--- src/tlie_pkg.sv ---
`default_nettype none
package tlie_pkg;

	// ********************************************************
	// Sizes
	// ********************************************************
	localparam int unsigned NUM_SRC = 17;
	localparam int unsigned DATA_W  = 32;
	localparam int unsigned PAD_W   = DATA_W - NUM_SRC;

	// ********************************************************
	// Register map
	// ********************************************************
	localparam logic [31:0] IRQ_ENABLE_SET_ADDR   = 32'he000e100;
	localparam logic [31:0] IRQ_ENABLE_CLEAR_ADDR = 32'he000e180;
	localparam logic [16:0] ENABLE_RESET          = 17'h00000;
	localparam logic [31:0] RDATA_IDLE            = 32'h00000000;
	localparam logic [16:0] FLAGS_NONE            = 17'h00000;

	// ********************************************************
	// Source bit positions
	// ********************************************************
	localparam int unsigned TIMER_ONE_SOURCE      = 0;
	localparam int unsigned TIMER_TWO_SOURCE      = 1;
	localparam int unsigned MANAGEMENT_SOURCE     = 2;
	localparam int unsigned BASEBAND_SOURCE       = 3;
	localparam int unsigned SLEEP_TIMER_SOURCE    = 4;
	localparam int unsigned SERIAL_UNIT_ONE_SOURCE = 5;
	localparam int unsigned SERIAL_UNIT_TWO_SOURCE = 6;
	localparam int unsigned SECURITY_SOURCE       = 7;
	localparam int unsigned RADIO_TIMER_SOURCE    = 8;
	localparam int unsigned RADIO_TRANSMIT_SOURCE = 9;
	localparam int unsigned RADIO_RECEIVE_SOURCE  = 10;
	localparam int unsigned CONVERTER_SOURCE      = 11;
	localparam int unsigned EXT_LINE_A            = 12;
	localparam int unsigned EXT_LINE_B            = 13;
	localparam int unsigned EXT_LINE_C            = 14;
	localparam int unsigned EXT_LINE_D            = 15;
	localparam int unsigned DEBUG_SOURCE          = 16;

	// ********************************************************
	// Types
	// ********************************************************
	typedef logic [NUM_SRC-1:0] tlie_flags_t;

	typedef enum {
		TLIE_ACC_NONE,
		TLIE_ACC_SET,
		TLIE_ACC_CLEAR
	} tlie_acc_t;

	// Address decode, shared by write and read paths
	function automatic tlie_acc_t tlie_decode(input logic [31:0] addr);
		tlie_acc_t acc;
		acc = TLIE_ACC_NONE;
		if (addr == IRQ_ENABLE_SET_ADDR) begin
			acc = TLIE_ACC_SET;
		end else if (addr == IRQ_ENABLE_CLEAR_ADDR) begin
			acc = TLIE_ACC_CLEAR;
		end
		return acc;
	endfunction

endpackage
`default_nettype wire

--- src/tlie_bank_if.sv ---
`timescale 1ns/1ps
`default_nettype none
interface tlie_bank_if;
	import tlie_pkg::*;
	tlie_flags_t set_mask;
	tlie_flags_t clr_mask;
	tlie_flags_t flags;

	modport ctrl (output set_mask, output clr_mask, input flags);
	modport bank (input set_mask, input clr_mask, output flags);
endinterface
`default_nettype wire

--- src/tlie_enable_bank.sv ---
// Function
// - Set-enable bit 16 enables debug source
// - Set-enable bits 15..12 enable lines D..A
// - Set-enable bits 11..8 enable converter, radio sources
// - Set-enable bits 7..0 enable security..timer one
// - Zero bits written change no flag
// - Clear-enable ones disable matching sources
//
// Decided for this implementation: strobed register access.
`timescale 1ns/1ps
`default_nettype none
module tlie_enable_bank
	import tlie_pkg::*;
(
	input  wire logic               core_clk_i,
	input  wire logic               sys_rst_i,
	input  wire logic [31:0]        addr_i,
	input  wire logic [31:0]        wdata_i,
	input  wire logic               wr_i,
	input  wire logic               rd_i,
	output logic      [31:0]        rdata_o,
	input  wire logic [NUM_SRC-1:0] src_i,
	output logic      [NUM_SRC-1:0] irq_o
);

	// ********************************************************
	// Decode and write masks
	// ********************************************************
	tlie_bank_if bank_if ();
	tlie_acc_t   acc;
	tlie_flags_t wr_bits;

	always_comb begin
		acc     = tlie_decode(addr_i);
		wr_bits = wdata_i[NUM_SRC-1:0];
		bank_if.set_mask = FLAGS_NONE;
		bank_if.clr_mask = FLAGS_NONE;
		if (wr_i) begin
			case (acc)
				TLIE_ACC_SET: begin
					bank_if.set_mask = wr_bits;
				end
				TLIE_ACC_CLEAR: begin
					bank_if.clr_mask = wr_bits;
				end
				default: begin
					bank_if.set_mask = FLAGS_NONE;
				end
			endcase
		end
	end

	tlie_flag_bank u_bank (
		.core_clk_i (core_clk_i),
		.sys_rst_i  (sys_rst_i),
		.bus        (bank_if.bank)
	);

	// ********************************************************
	// Read data and gated requests
	// ********************************************************
	logic [31:0] rdata_reg;
	logic [31:0] rdata_next;
	tlie_flags_t irq_reg;
	tlie_flags_t irq_next;

	always_comb begin
		rdata_next = RDATA_IDLE;
		if (rd_i) begin
			case (acc)
				TLIE_ACC_SET, TLIE_ACC_CLEAR: begin
					rdata_next = {{PAD_W{1'h0}}, bank_if.flags};
				end
				default: begin
					rdata_next = RDATA_IDLE;
				end
			endcase
		end
		irq_next = src_i & bank_if.flags;
	end

	always_ff @(posedge core_clk_i or posedge sys_rst_i) begin
		if (sys_rst_i) begin
			rdata_reg <= RDATA_IDLE;
			irq_reg   <= FLAGS_NONE;
		end else begin
			rdata_reg <= rdata_next;
			irq_reg   <= irq_next;
		end
	end

	assign rdata_o = rdata_reg;
	assign irq_o   = irq_reg;
endmodule
`default_nettype wire

--- src/tlie_flag_bank.sv ---
`timescale 1ns/1ps
`default_nettype none
module tlie_flag_bank
	import tlie_pkg::*;
(
	input  wire logic   core_clk_i,
	input  wire logic   sys_rst_i,
	tlie_bank_if.bank   bus
);

	// ********************************************************
	// Enable flags
	// ********************************************************
	tlie_flags_t flags_reg;
	tlie_flags_t flags_next;

	always_comb begin
		// Ones set or clear, zeros keep
		flags_next = (flags_reg | bus.set_mask) & ~bus.clr_mask;
	end

	always_ff @(posedge core_clk_i or posedge sys_rst_i) begin
		if (sys_rst_i) begin
			flags_reg <= ENABLE_RESET;
		end else begin
			flags_reg <= flags_next;
		end
	end

	assign bus.flags = flags_reg;

endmodule
`default_nettype wire

--- config.mk ---
export PLATFORM = sky130hd
export DESIGN_NAME = tlie_enable_bank
export DESIGN_NICKNAME = d
export VERILOG_FILES = /design/src/tlie_pkg.sv /design/src/tlie_bank_if.sv /design/src/tlie_enable_bank.sv /design/src/tlie_flag_bank.sv
export SDC_FILE = /design/constraint.sdc
export NUM_CORES = 1
export LEC_CHECK = 0
export BUFFER_PORTS_ARGS = -buffer_cell sky130_fd_sc_hd__clkbuf_2
export CAP_MARGIN = 0
export CORE_UTILIZATION = 30
export CTS_CLUSTER_SIZE = 28
export DETAILED_ROUTE_END_ITERATION = 16
export PLACE_DENSITY = 0.6
export SETUP_SLACK_MARGIN = 0.02
export SYNTH_ARGS = -nofsm -noshare
export SYNTH_HDL_FRONTEND = slang
export SYNTH_SLANG_ARGS = --single-unit
export TNS_END_PERCENT = 20
--- constraint.sdc ---
create_clock -name core_clk_i -period 1.75 [get_ports core_clk_i]
set_clock_uncertainty 0.05 [all_clocks]
set_input_delay 0.175 -clock core_clk_i [delete_from_list [all_inputs] [get_ports core_clk_i]]
set_output_delay 0.175 -clock core_clk_i [all_outputs]
set_load 0.02 [all_outputs]
# Word level (Yosys, flattened, before mapping)
# Index checks and enable logic that the tools add are counted.
# Widths: inputs -> output; s select.
[totals] register_bits=66 latchBits=0 mem_bits_rw=0 romBits=0 inputBits=85 out_inout_bits=49 elab_cells=20 memories=0
[classes] addsub=0 mul=0 div_mod_pow=0 magnitude_cmp=0 eq_ne=4 n_shift=0 muxes=8 n_bitwise=4 reduce_logical=1
[ops] cell="$mux 17" n=6
[ops] cell="$eq 32x32->1 const B" n=2
[ops] cell="$and 17x17->17" n=2
[ops] cell="$eq 32x1->1 const B" n=1
[ops] cell="$eq 32x2->1 const B" n=1
[ops] cell="$not 17->17" n=1
[ops] cell="$or 17x17->17" n=1
[ops] cell="$mux 2" n=2
[ops] cell="$reduce_or 2->1" n=1

# Longest topological paths before layout
# Gate-level depths: netlist (run 1).
[logic_depth] depth_word=8 mapped_depth=6 depth_no_buf=4

# Hierarchy
# A second synthesis (run 1) with hierarchy kept.
[hier_totals] hier_cells=233 area_unflattened_um2=2620.0
[modules_own_cells] module="tlie_enable_bank" instances=1 cells_per_inst=198 area_per_inst_um2=2020.7 seq_area_each_um2=850.8
[modules_own_cells] module="tlie_flag_bank" instances=1 cells_per_inst=35 area_per_inst_um2=599.3 seq_area_each_um2=425.4

# Least setup slack after synthesis (run 1)
# No wires, ideal clock.
[synth_timing] path_kind="input to register" start="input addr_i[17]" end="register rdata_reg[10] (netlist: rdata_o[10])" setup_ps=67 arrival_ps=1642 required_time_ps=1633 slack_ps=-8 cell_stages=5 n_path_buf=1 cell_sequence="or4_4 > nor4_4 > and2_4 > buf_6 > and3_1"
[synth_via] elab_chain_cells=7 word_cells_on_any_way=9 cone_classes="4 x eq/ne; 4 x mux; 1 x reduce/logical"
[synth_lines] item="start: declaration" line="tlie_enable_bank.sv:17" text="input wire logic [31:0] addr_i,"
[synth_lines] item="$eq 32x32->1" line="tlie_pkg.sv:58" text="end else if (addr == IRQ_ENABLE_CLEAR_ADDR) begin"
[synth_lines] item="$mux 2" line="tlie_pkg.sv:58"
[synth_lines] item="$mux 2 (*)" line="tlie_pkg.sv:56" text="if (addr == IRQ_ENABLE_SET_ADDR) begin"
[synth_lines] item="$eq 32x1->1 or $eq 32x2->1 (tied branches)" line="tlie_enable_bank.sv:70" text="case (acc)"
[synth_lines] item="$reduce_or 2->1 (*)" line="tlie_enable_bank.sv:70"
[synth_lines] item="$mux 17 (*)" line="tlie_enable_bank.sv:70"
[synth_lines] item="$mux 17 (*)" line="tlie_enable_bank.sv:69" text="if (rd_i) begin"
[synth_lines] item="net rdata_next[10]" line="tlie_enable_bank.sv:63" text="logic [31:0] rdata_next;"
[synth_lines] item="end signal: assignment" line="tlie_enable_bank.sv:87" text="rdata_reg <= rdata_next;"
[synth_lines] item="end: declaration" line="tlie_enable_bank.sv:62" text="logic [31:0] rdata_reg;"
# The timed path passes the listed nets; every way through them passes the cells marked *.

# Final worst setup path (run 1)
[layout_timing] start="input addr_i[9]" end="register u_bank.flags_reg[2] (netlist: u_bank.bus.flags[2])"
[layout_via] elab_chain_cells=8 word_cells_on_any_way=13 cone_classes="4 x eq/ne; 6 x mux; 3 x bitwise"
[layout_lines] item="$eq 32x32->1" line="tlie_pkg.sv:58"
[layout_lines] item="$mux 2" line="tlie_pkg.sv:58"
[layout_lines] item="$mux 2 (*)" line="tlie_pkg.sv:56"
[layout_lines] item="$eq 32x1->1 or $eq 32x2->1 (tied branches)" line="tlie_enable_bank.sv:39" text="case (acc)"
[layout_lines] item="$mux 17" line="tlie_enable_bank.sv:39"
[layout_lines] item="$mux 17" line="tlie_enable_bank.sv:38" text="if (wr_i) begin"
[layout_lines] item="$or 17x17->17 or $not 17->17 (tied branches)" line="tlie_flag_bank.sv:19" text="flags_next = (flags_reg | bus.set_mask) & ~bus.clr_mask;"
[layout_lines] item="$and 17x17->17 (*)" line="tlie_flag_bank.sv:19"
[layout_lines] item="net u_bank.flags_next[2]" line="tlie_flag_bank.sv:15" text="tlie_flags_t flags_next;"
[layout_lines] item="end signal: assignment" line="tlie_flag_bank.sv:26" text="flags_reg <= flags_next;"
[layout_lines] item="end: declaration" line="tlie_flag_bank.sv:14" text="tlie_flags_t flags_reg;"
# Marks and branches as above.

==> results.yml, run 1 <==
clocking:
  worst_skew_pair.late_latency_ns: 0.29
  root_buffer: "clkbuf_8"
  cts.sink_count: 51
  cts_max_level: 2
  cts_made_buffers: 5
  cts_tree: "built"
  cts_buffer_depth: 2
  postCtsSetupRepairBufs: 0
  path_clk_slew_ns: 0.09
finish:
  fin_cells: 375
  diodes: 0
  areaGrowthSynthToFinish_pct: 32.1
  drive_above_1_share_pct: 45.5
  fin_nets: 364
timing:
  fmaxAchievable_ghz: 0.658
  tns_ns: 0
  rsz0062_at_grt: "no"
  setup_viol: 0
  min_period_ns: 1.52
  fin_crit_sh_pct: 86.8
  slew_viol_final: 0
  hold_viol_final: 0
  setup_ws_ns: 0.231
synth:
  synth_area_leaders: "dfrtp_1 (60%), mux2i_1 (8.1%), buf_4 (5.3%), and2_1 (5.0%), nand4_1 (5.0%)"
  synth_top_area_share_pct: 60.4
  synth-main-ff-cell: "dfrtp_1"
  synth_seq_area_share_pct: 60.4
  async_flop_share_pct: 100
  yosysMostFrequentCell: "dfrtp_1"
  synth.distinct_cells: 22
  synth_seq_cells: 51
  syn_inst: 173
  yosysTopAreaCell: "dfrtp_1"
  synth_common_cells: "dfrtp_1 (51), inv_1 (18), and2_1 (17), mux2i_1 (17), nand4_1 (17)"
  netlist_area_sq_mm: 0.00211
  yosys_warnings: 0
  synth_area_per_cell_sq_um: 12.2
  synth_edf_count: 0
floorplan:
  rows: 30
  coreArea_sq_mm: 0.00679
  start_util_pct: 31.1
  die_x_um: 85.9
  io_pins: 134
  die-height_um: 85.9
  die_area_sq_mm: 0.00738
pwr:
  swShare_pct: 23.4
  p_leak_nw: 1.67
  combinationalPowerShare_pct: 10.5
  p_seq_share_pct: 57.6
  vdd_drop_max_uv: 352
  clockPowerShare_pct: 31.9
  p_total_mw: 2.09
  power.switching_mw: 0.489
  p_int_mw: 1.60
  power_density_mw_per_mm2: 747
detailed_routing:
  vias: 1579
  wl_um: 4480
  wl_per_cell_um: 11.9
  detail_route.first_pass.iterations: 4
  remaining_drc_errors: 0
  vias_per_cell: 4.21
  drtAntennaViolNets: 0
  drt_iter0_drc: 28
critical_path:
  path_class: "input port to flop"
  worstPathArrival_ns: 1.63
  cp_max_fo: 10
  end_kind: "flop"
  cp-start-kind: "input port"
  worstPathRequired_ns: 1.86
grt:
  grt_pass1_wl_um: 6910
  overflow: 0
  antenna_found_initial: 0
  grt_max_degree: 36
  first_global_vias: 1491
  track_usage_pct: 12.2
place:
  io_buffers: 103
  dp.cells: 367
  pre_cts_ws_ns: -0.112
  place_congestion: 0.751
  post-dp-hpwl_um: 3300
job:
  cap_violations: 0
min_path:
  min_path_type: "input port to flop"
status:
  status: "finished clean"
final timing paths:
path	cells past startpoint	startpoint	slack [ns]	endpoint
min	2	src_i[9]	0.04	irq_o[9]$_DFF_PP0_
min reg2reg	1	u_bank.bus.flags[13]$_DFF_PP0_	0.45	irq_o[13]$_DFF_PP0_
min in group asynchronous	3	sys_rst_i	0.34	rdata_o[2]$_DFF_PP0_
max reg2reg	1	u_bank.bus.flags[3]$_DFF_PP0_	0.99	rdata_o[3]$_DFF_PP0_
max	6	addr_i[9]	0.23	u_bank.bus.flags[2]$_DFF_PP0_
max in group asynchronous	4	sys_rst_i	0.80	u_bank.bus.flags[6]$_DFF_PP0_
placed cells by master (no fill, tap or decap), types with 2 or more instances in the layout:
master / n
nor4_1: 2
buf_4: 4
and3_1: 10
clkbuf_2: 103
and2_1: 17
mux2i_1: 17
clkbuf_8: 6
dfrtp_1: 51
nand4_1: 17
conb_1: 15
and3_2: 7
inv_1: 17
worst max-delay path, stage by stage:
cell and delay, ns:
clkbuf_2 0.08, or4b_4 0.53, nor4_4 0.32, buf_4 0.23
nand4_1 0.14, mux2i_1 0.15
power groups by stage:
stage	combinational, mW	sequential, mW	clock (mW)
after floorplan	0.105	1.25	0
after global placement	0.220	1.22	0
after detailed placement	0.221	1.23	0
after CTS	0.224	1.20	0.687
after global routing	0.241	1.20	0.736
final	0.219	1.20	0.667
routing by layer:
metal / vias to the layer above / wire (um) / global-route usage, %
li1: 760 / - / -
met1: 727 / 1840 / 14.0
met2: 86 / 2220 / 21.5
met3: 6 / 346 / 3.18
met4: 0 / 74 / 5.30
met5: - / 0 / 0
cell families (layout without fill, tap and decap cells):
logic type    Yosys count  in the layout  synth area share [%]
simple gates           62             62                  20.5
flops                  51             51                  60.4
buf+inv                42            134                  10.8
mux                    17             17                  8.05
other cells             1             15                 0.177
through the flow:
step	hold WS (ns)	instance area (sq um)	util, %
finish	0.0385	2790	41.1
global route	0.0245	2790	41.1
CTS	0.0333	2790	41.1
detailed placement	0.120	2690	39.7
global placement	0.112	2690	39.7
floorplan	0.259	2170	-
layout make-up:
class | count | area, sq um
multi-input combinational | 94 | 664
clock buffer | 6 | 82.6
tap | 96 | 120
clock inverter | 1 | 5.00
fill | 670 | 4000
sequential | 51 | 1280
inverter | 18 | 67.6
timing repair buffer | 109 | 576
what timing repair did:
action                    CTS  global route
hold buffers                1             0
gates resized for setup     0             0
hold endpoints to repair   16             0
No activity file was read; power rests on OpenSTA's default activity.
==> inputs of run 2 (changes only) <==
BUFFER_PORTS_ARGS = not set   (was -buffer_cell sky130_fd_sc_hd__clkbuf_2)
DONT_BUFFER_PORTS = 1   (was not set)
PLACE_DENSITY = 0.44   (was 0.6)
==> run 2 against run 1 <==
  * Cell area shrank 9.1%
  * Routed wire length grew 5.5%
  * Fmax increased by 5.1%
  * Sequential share of layout area rose by 4.6 points
==> results.yml, run 2 (same netlist as run 1, synthesis figures left out) <==
timing:
  hold_viol_final: 0
  max-slew-margin-rel_pct: 55.2
  worst_pin_slew_ns: 0.670
  slew_viol_final: 0
  fin_hold_ws_ns: 0.00961
  fin_crit_sh_pct: 82.6
  fmaxAchievable_ghz: 0.692
  tns_ns: 0
  min_period_ns: 1.45
  setup_viol: 0
  setup_ws_ns: 0.304
  rsz0062_at_grt: "no"
finish:
  final_core_util_pct: 37.3
  diodes: 0
  fin_nets: 284
  layout_common_cells: "dfrtp_1 (51), dlygate4sd3_1 (24)"
  multiInputGateArea_sq_um: 664
  final_common_cell: "dfrtp_1"
  drive_above_1_share_pct: 12.5
  areaGrowthSynthToFinish_pct: 20.0
  seqCellArea_sq_mm: 0.00128
  fillers: 670
clocking:
  cts_made_buffers: 5
  worst_skew_pair.late_latency_ns: 0.30
  cts_buffer_depth: 2
  postCtsSetupRepairBufs: 0
  cts.sink_count: 51
  ctsResizeCount: 0
  cts_tree: "built"
  path_clk_slew_ns: 0.08
  cts_max_level: 2
  cts_hold_buffers: 23
  root_buffer: "clkbuf_8"
detailed_routing:
  drtAntennaViolNets: 0
  wl_um: 4730
  detail_route.first_pass.iterations: 4
  vias_per_cell: 4.45
  remaining_drc_errors: 0
  vias: 1317
  wl_per_cell_um: 16.0
  drt_iter0_drc: 24
pwr:
  p_leak_nw: 1.34
  p_total_mw: 2.20
  vdd_drop_max_uv: 311
  combinationalPowerShare_pct: 6.2
  clockPowerShare_pct: 37.8
  power_density_mw_per_mm2: 867
  p_int_mw: 1.72
  p_seq_share_pct: 56.0
  swShare_pct: 21.9
  power.switching_mw: 0.482
critical_path:
  end_kind: "flop"
  cp-start-kind: "input port"
  cp_max_fo: 7
  max_stage_delay_ns: 0.57
  worstPathRequired_ns: 1.84
  critical_path.cell_chain: "or4_1, nor4_4, buf_4, nand4_1, mux2i_1"
  rrSetupSlack_ns: 0.98
  cpMaxStageDelayCell: "or4_1"
  path_class: "input port to flop"
  crit_family: "simple AND/OR/NAND/NOR gates"
  crit_buf_inv: 1
  worstPathArrival_ns: 1.53
place:
  io_buffers: 0
  place_congestion: 0.701
  pre_cts_ws_ns: 0.0215
  post-dp-hpwl_um: 3220
floorplan:
  die_x_um: 85.9
  io_pins: 134
  coreArea_sq_mm: 0.00679
  die-height_um: 85.9
  die_area_sq_mm: 0.00738
  rows: 30
  start_util_pct: 31.1
job:
  cap_violations: 0
grt:
  grt_max_degree: 31
  overflow: 0
  grt_pass1_wl_um: 7430
  track_usage_pct: 13.4
  first_global_vias: 1458
  antenna_found_initial: 0
min_path:
  min_path_type: "input port to flop"
status:
  status: "finished clean"
[run 2: cell count changes in the layout (fill, tap and decap cells not counted)]
| cell | before | now |
|---|---|---|
| clkbuf_2 | 103 | 0 |
| bufinv_16 | 0 | 1 |
| dlygate4sd3_1 | 1 | 24 |
[run 2: cell type report]
cell class                 count  area share (%)
sequential                    51            50.3
multi-input combinational     94            26.2
timing repair buffer          29            11.4
tap                           96            4.74
clock buffer                   6            3.26
inverter                      18            2.66
clock inverter                 2            1.38
[run 2: worst paths after layout]
| check | endpoint | start | cells past startpoint |
|---|---|---|---|
| worst max register to register | rdata_o[3]$_DFF_PP0_ | u_bank.bus.flags[3]$_DFF_PP0_ | 1 |
| min in group asynchronous | u_bank.bus.flags[3]$_DFF_PP0_ | sys_rst_i | 2 |
| max in group asynchronous | u_bank.bus.flags[11]$_DFF_PP0_ | sys_rst_i | 3 |
| worst max-delay path | u_bank.bus.flags[1]$_DFF_PP0_ | addr_i[5] | 5 |
| worst min-delay path | u_bank.bus.flags[13]$_DFF_PP0_ | wr_i | 2 |
| worst min register to register | irq_o[9]$_DFF_PP0_ | u_bank.bus.flags[9]$_DFF_PP0_ | 1 |
[run 2: metrics by stage]
stage	cell area, sq um	cells
floorplan	2170	187
global route	2540	296
finish	2540	296
detailed placement	2180	264
CTS	2530	295
global placement	2180	264
[run 2: power by group through the flow]
stage / Clock, mW / Sequential [mW] / Combinational, mW
global placement: 0 / 1.25 / 0.0800
CTS: 0.862 / 1.23 / 0.138
detailed placement: 0 / 1.25 / 0.0821
global route: 0.910 / 1.23 / 0.152
floorplan: 0 / 1.25 / 0.105
finish: 0.832 / 1.23 / 0.137
[run 2: metal layers]
metal	track usage, %	vias up	part of all wire, %	routed length, um
li1	-	606	-	-
met1	16.0	629	41	1920
met2	22.9	77	51	2400
met3	3.95	5	7.2	341
met4	4.85	0	1.4	65
met5	0	-	0	0
==> inputs of run 3 (changes only) <==
clock period = 1.35 ns   (was 1.75 ns; I/O delays follow)
==> run 3 against run 2 <==
  * The flow now finishes with violations (hold timing, setup timing)
  * Via count grew 2.4%
  * Clock power shrank 3.8%
  * Clock-buffer cell count is the same
  * Die area is the same
  * Highest routed layer unchanged
==> results.yml, run 3 (same netlist as run 1, synthesis figures left out) <==
timing:
  max-slew-margin-rel_pct: 59.7
  setup_ws_ns: -0.0140
  hold_viol_final: 17
  rsz0062_at_grt: "yes"
  fin_hold_ws_ns: -0.135
  slew_viol_final: 0
  fmaxAchievable_ghz: 0.733
  setup_viol: 6
  tns_ns: -0.0369
  min_period_ns: 1.36
  worst_pin_slew_ns: 0.603
  fin_crit_sh_pct: 101
job:
  cap_violations: 0
floorplan:
  io_pins: 134
  start_util_pct: 31.1
  die-height_um: 85.9
  rows: 30
  coreArea_sq_mm: 0.00679
  die_area_sq_mm: 0.00738
  die_x_um: 85.9
critical_path:
  cp_max_fo: 6
  cp_common_cell: "buf_6"
  rrSetupSlack_ns: 0.59
  worstPathArrival_ns: 1.50
  critical_path.cell_chain: "or4_4, nor4_4, buf_6, buf_6, nand4_1, mux2i_1"
  worstPathRequired_ns: 1.48
  crit_buf_inv: 2
  cp-start-kind: "input port"
  reg2regPathDepth: 1
  path_class: "input port to flop"
  reg2reg_from: "u_bank.bus.flags[16]$_DFF_PP0_"
  crit_family: "simple AND/OR/NAND/NOR gates"
  cpMaxStageDelayCell: "or4_4"
  max_stage_delay_ns: 0.53
  end_kind: "flop"
  r2r-end: "rdata_o[16]$_DFF_PP0_"
finish:
  layout_common_cells: "dfrtp_1 (51), dlygate4sd3_1 (19)"
  fin_nets: 284
  fillers: 671
  final_core_util_pct: 36.7
  fin_cells: 294
  drive_above_1_share_pct: 13.6
  areaGrowthSynthToFinish_pct: 18.0
  final_common_cell: "dfrtp_1"
  diodes: 0
min_path:
  worstHoldStart: "addr_i[7]"
  min_path_type: "input port to flop"
  min_delay_worst_endpoint: "u_bank.bus.flags[5]$_DFF_PP0_"
  whs_path_depth: 1
detailed_routing:
  vias: 1348
  wl_per_cell_um: 16.6
  dr_wl_met3_um: 312
  vias_per_cell: 4.59
  top_layer_used: "met4"
  remaining_drc_errors: 0
  wl_met1_um: 1870
  detail_route.first_pass.iterations: 4
  wl_um: 4880
  drtAntennaViolNets: 0
  drt_iter0_drc: 48
  wl_met2_um: 2620
grt:
  overflow: 0
  grt_pass1_wl_um: 7460
  antenna_found_initial: 0
  track_usage_pct: 13.5
  grt_max_degree: 34
  first_global_vias: 1421
pwr:
  power.switching_mw: 0.587
  p_int_mw: 1.96
  clockPowerShare_pct: 31.4
  vdd_drop_max_uv: 308
  p_leak_nw: 1.33
  combinationalPowerShare_pct: 6.0
  p_total_mw: 2.55
  swShare_pct: 23.0
  power_density_mw_per_mm2: 1020
  p_seq_share_pct: 62.6
status:
  status: "finished, violations left"
  violations: "hold timing, setup timing"
clocking:
  root_buffer: "clkbuf_8"
  cts_max_level: 2
  cts_tree: "built"
  path_clk_slew_ns: 0.09
  cts_buffer_depth: 2
  cts_hold_buffers: 19
  cts_made_buffers: 5
  cts.sink_count: 51
  worst_skew_pair.late_latency_ns: 0.30
place:
  io_buffers: 0
  dp.cells: 266
  place_congestion: 0.651
  post-dp-hpwl_um: 3270
run 3: cell count changes in the layout (fill, tap and decap cells not counted):
cell and delta:
bufinv_16 -1, dlygate4sd3_1 -5, and2_2 +1, clkbuf_1 +1, clkbuf_8 -1, clkinv_2 -1
buf_6 +4
run 3: stage by stage:
step	setup WS (ns)	instance area, sq um
after global routing	-0.0815	2490
after CTS	0.00473	2490
after global placement	-0.343	2190
final	-0.0140	2490
after floorplan	-0.363	2170
after detailed placement	-0.378	2190
run 3: layout make-up:
class                      count  area, sq um  area share [%]
multi-input combinational     95          672            26.9
clock buffer                   6         72.6            2.91
inverter                      18         67.6            2.71
tap                           96          120            4.82
sequential                    51         1280            51.2
timing repair buffer          28          285            11.4
run 3: repair_timing:
action,CTS,global route
gates resized for setup,5,0
pin swaps,6,11
buffers inserted,2,0
hold endpoints to repair,69,17
cloned,2,0
endpoints found under the setup margin,32,34
run 3: power by group through the flow:
stage          combinational [mW]  clock (mW)  sequential [mW]
2_1_floorplan               0.136           0             1.62
3_3_place_gp                0.104           0             1.63
3_5_place_dp                0.107           0             1.63
4_1_cts                     0.158       0.843             1.60
5_1_grt                     0.170       0.905             1.60
6_report                    0.154       0.800             1.60
run 3: worst max path at each step:
stage                          start                              to  cells past startpoint
final                     addr_i[17]  u_bank.bus.flags[12]$_DFF_PP0_                      6
after global routing      addr_i[17]   u_bank.bus.flags[7]$_DFF_PP0_                      6
after CTS                 addr_i[10]  u_bank.bus.flags[12]$_DFF_PP0_                      6
after detailed placement   addr_i[5]  u_bank.bus.flags[14]$_DFF_PP0_                      5
after global placement     addr_i[5]   u_bank.bus.flags[7]$_DFF_PP0_                      5
after floorplan            addr_i[9]  u_bank.bus.flags[10]$_DFF_PP0_                      5
run 3: metal layers:
layer,vias to the layer above,global-route usage (%)
li1,602,-
met1,657,15.3
met2,82,25.1
met3,7,2.79
met4,0,4.55
met5,-,0
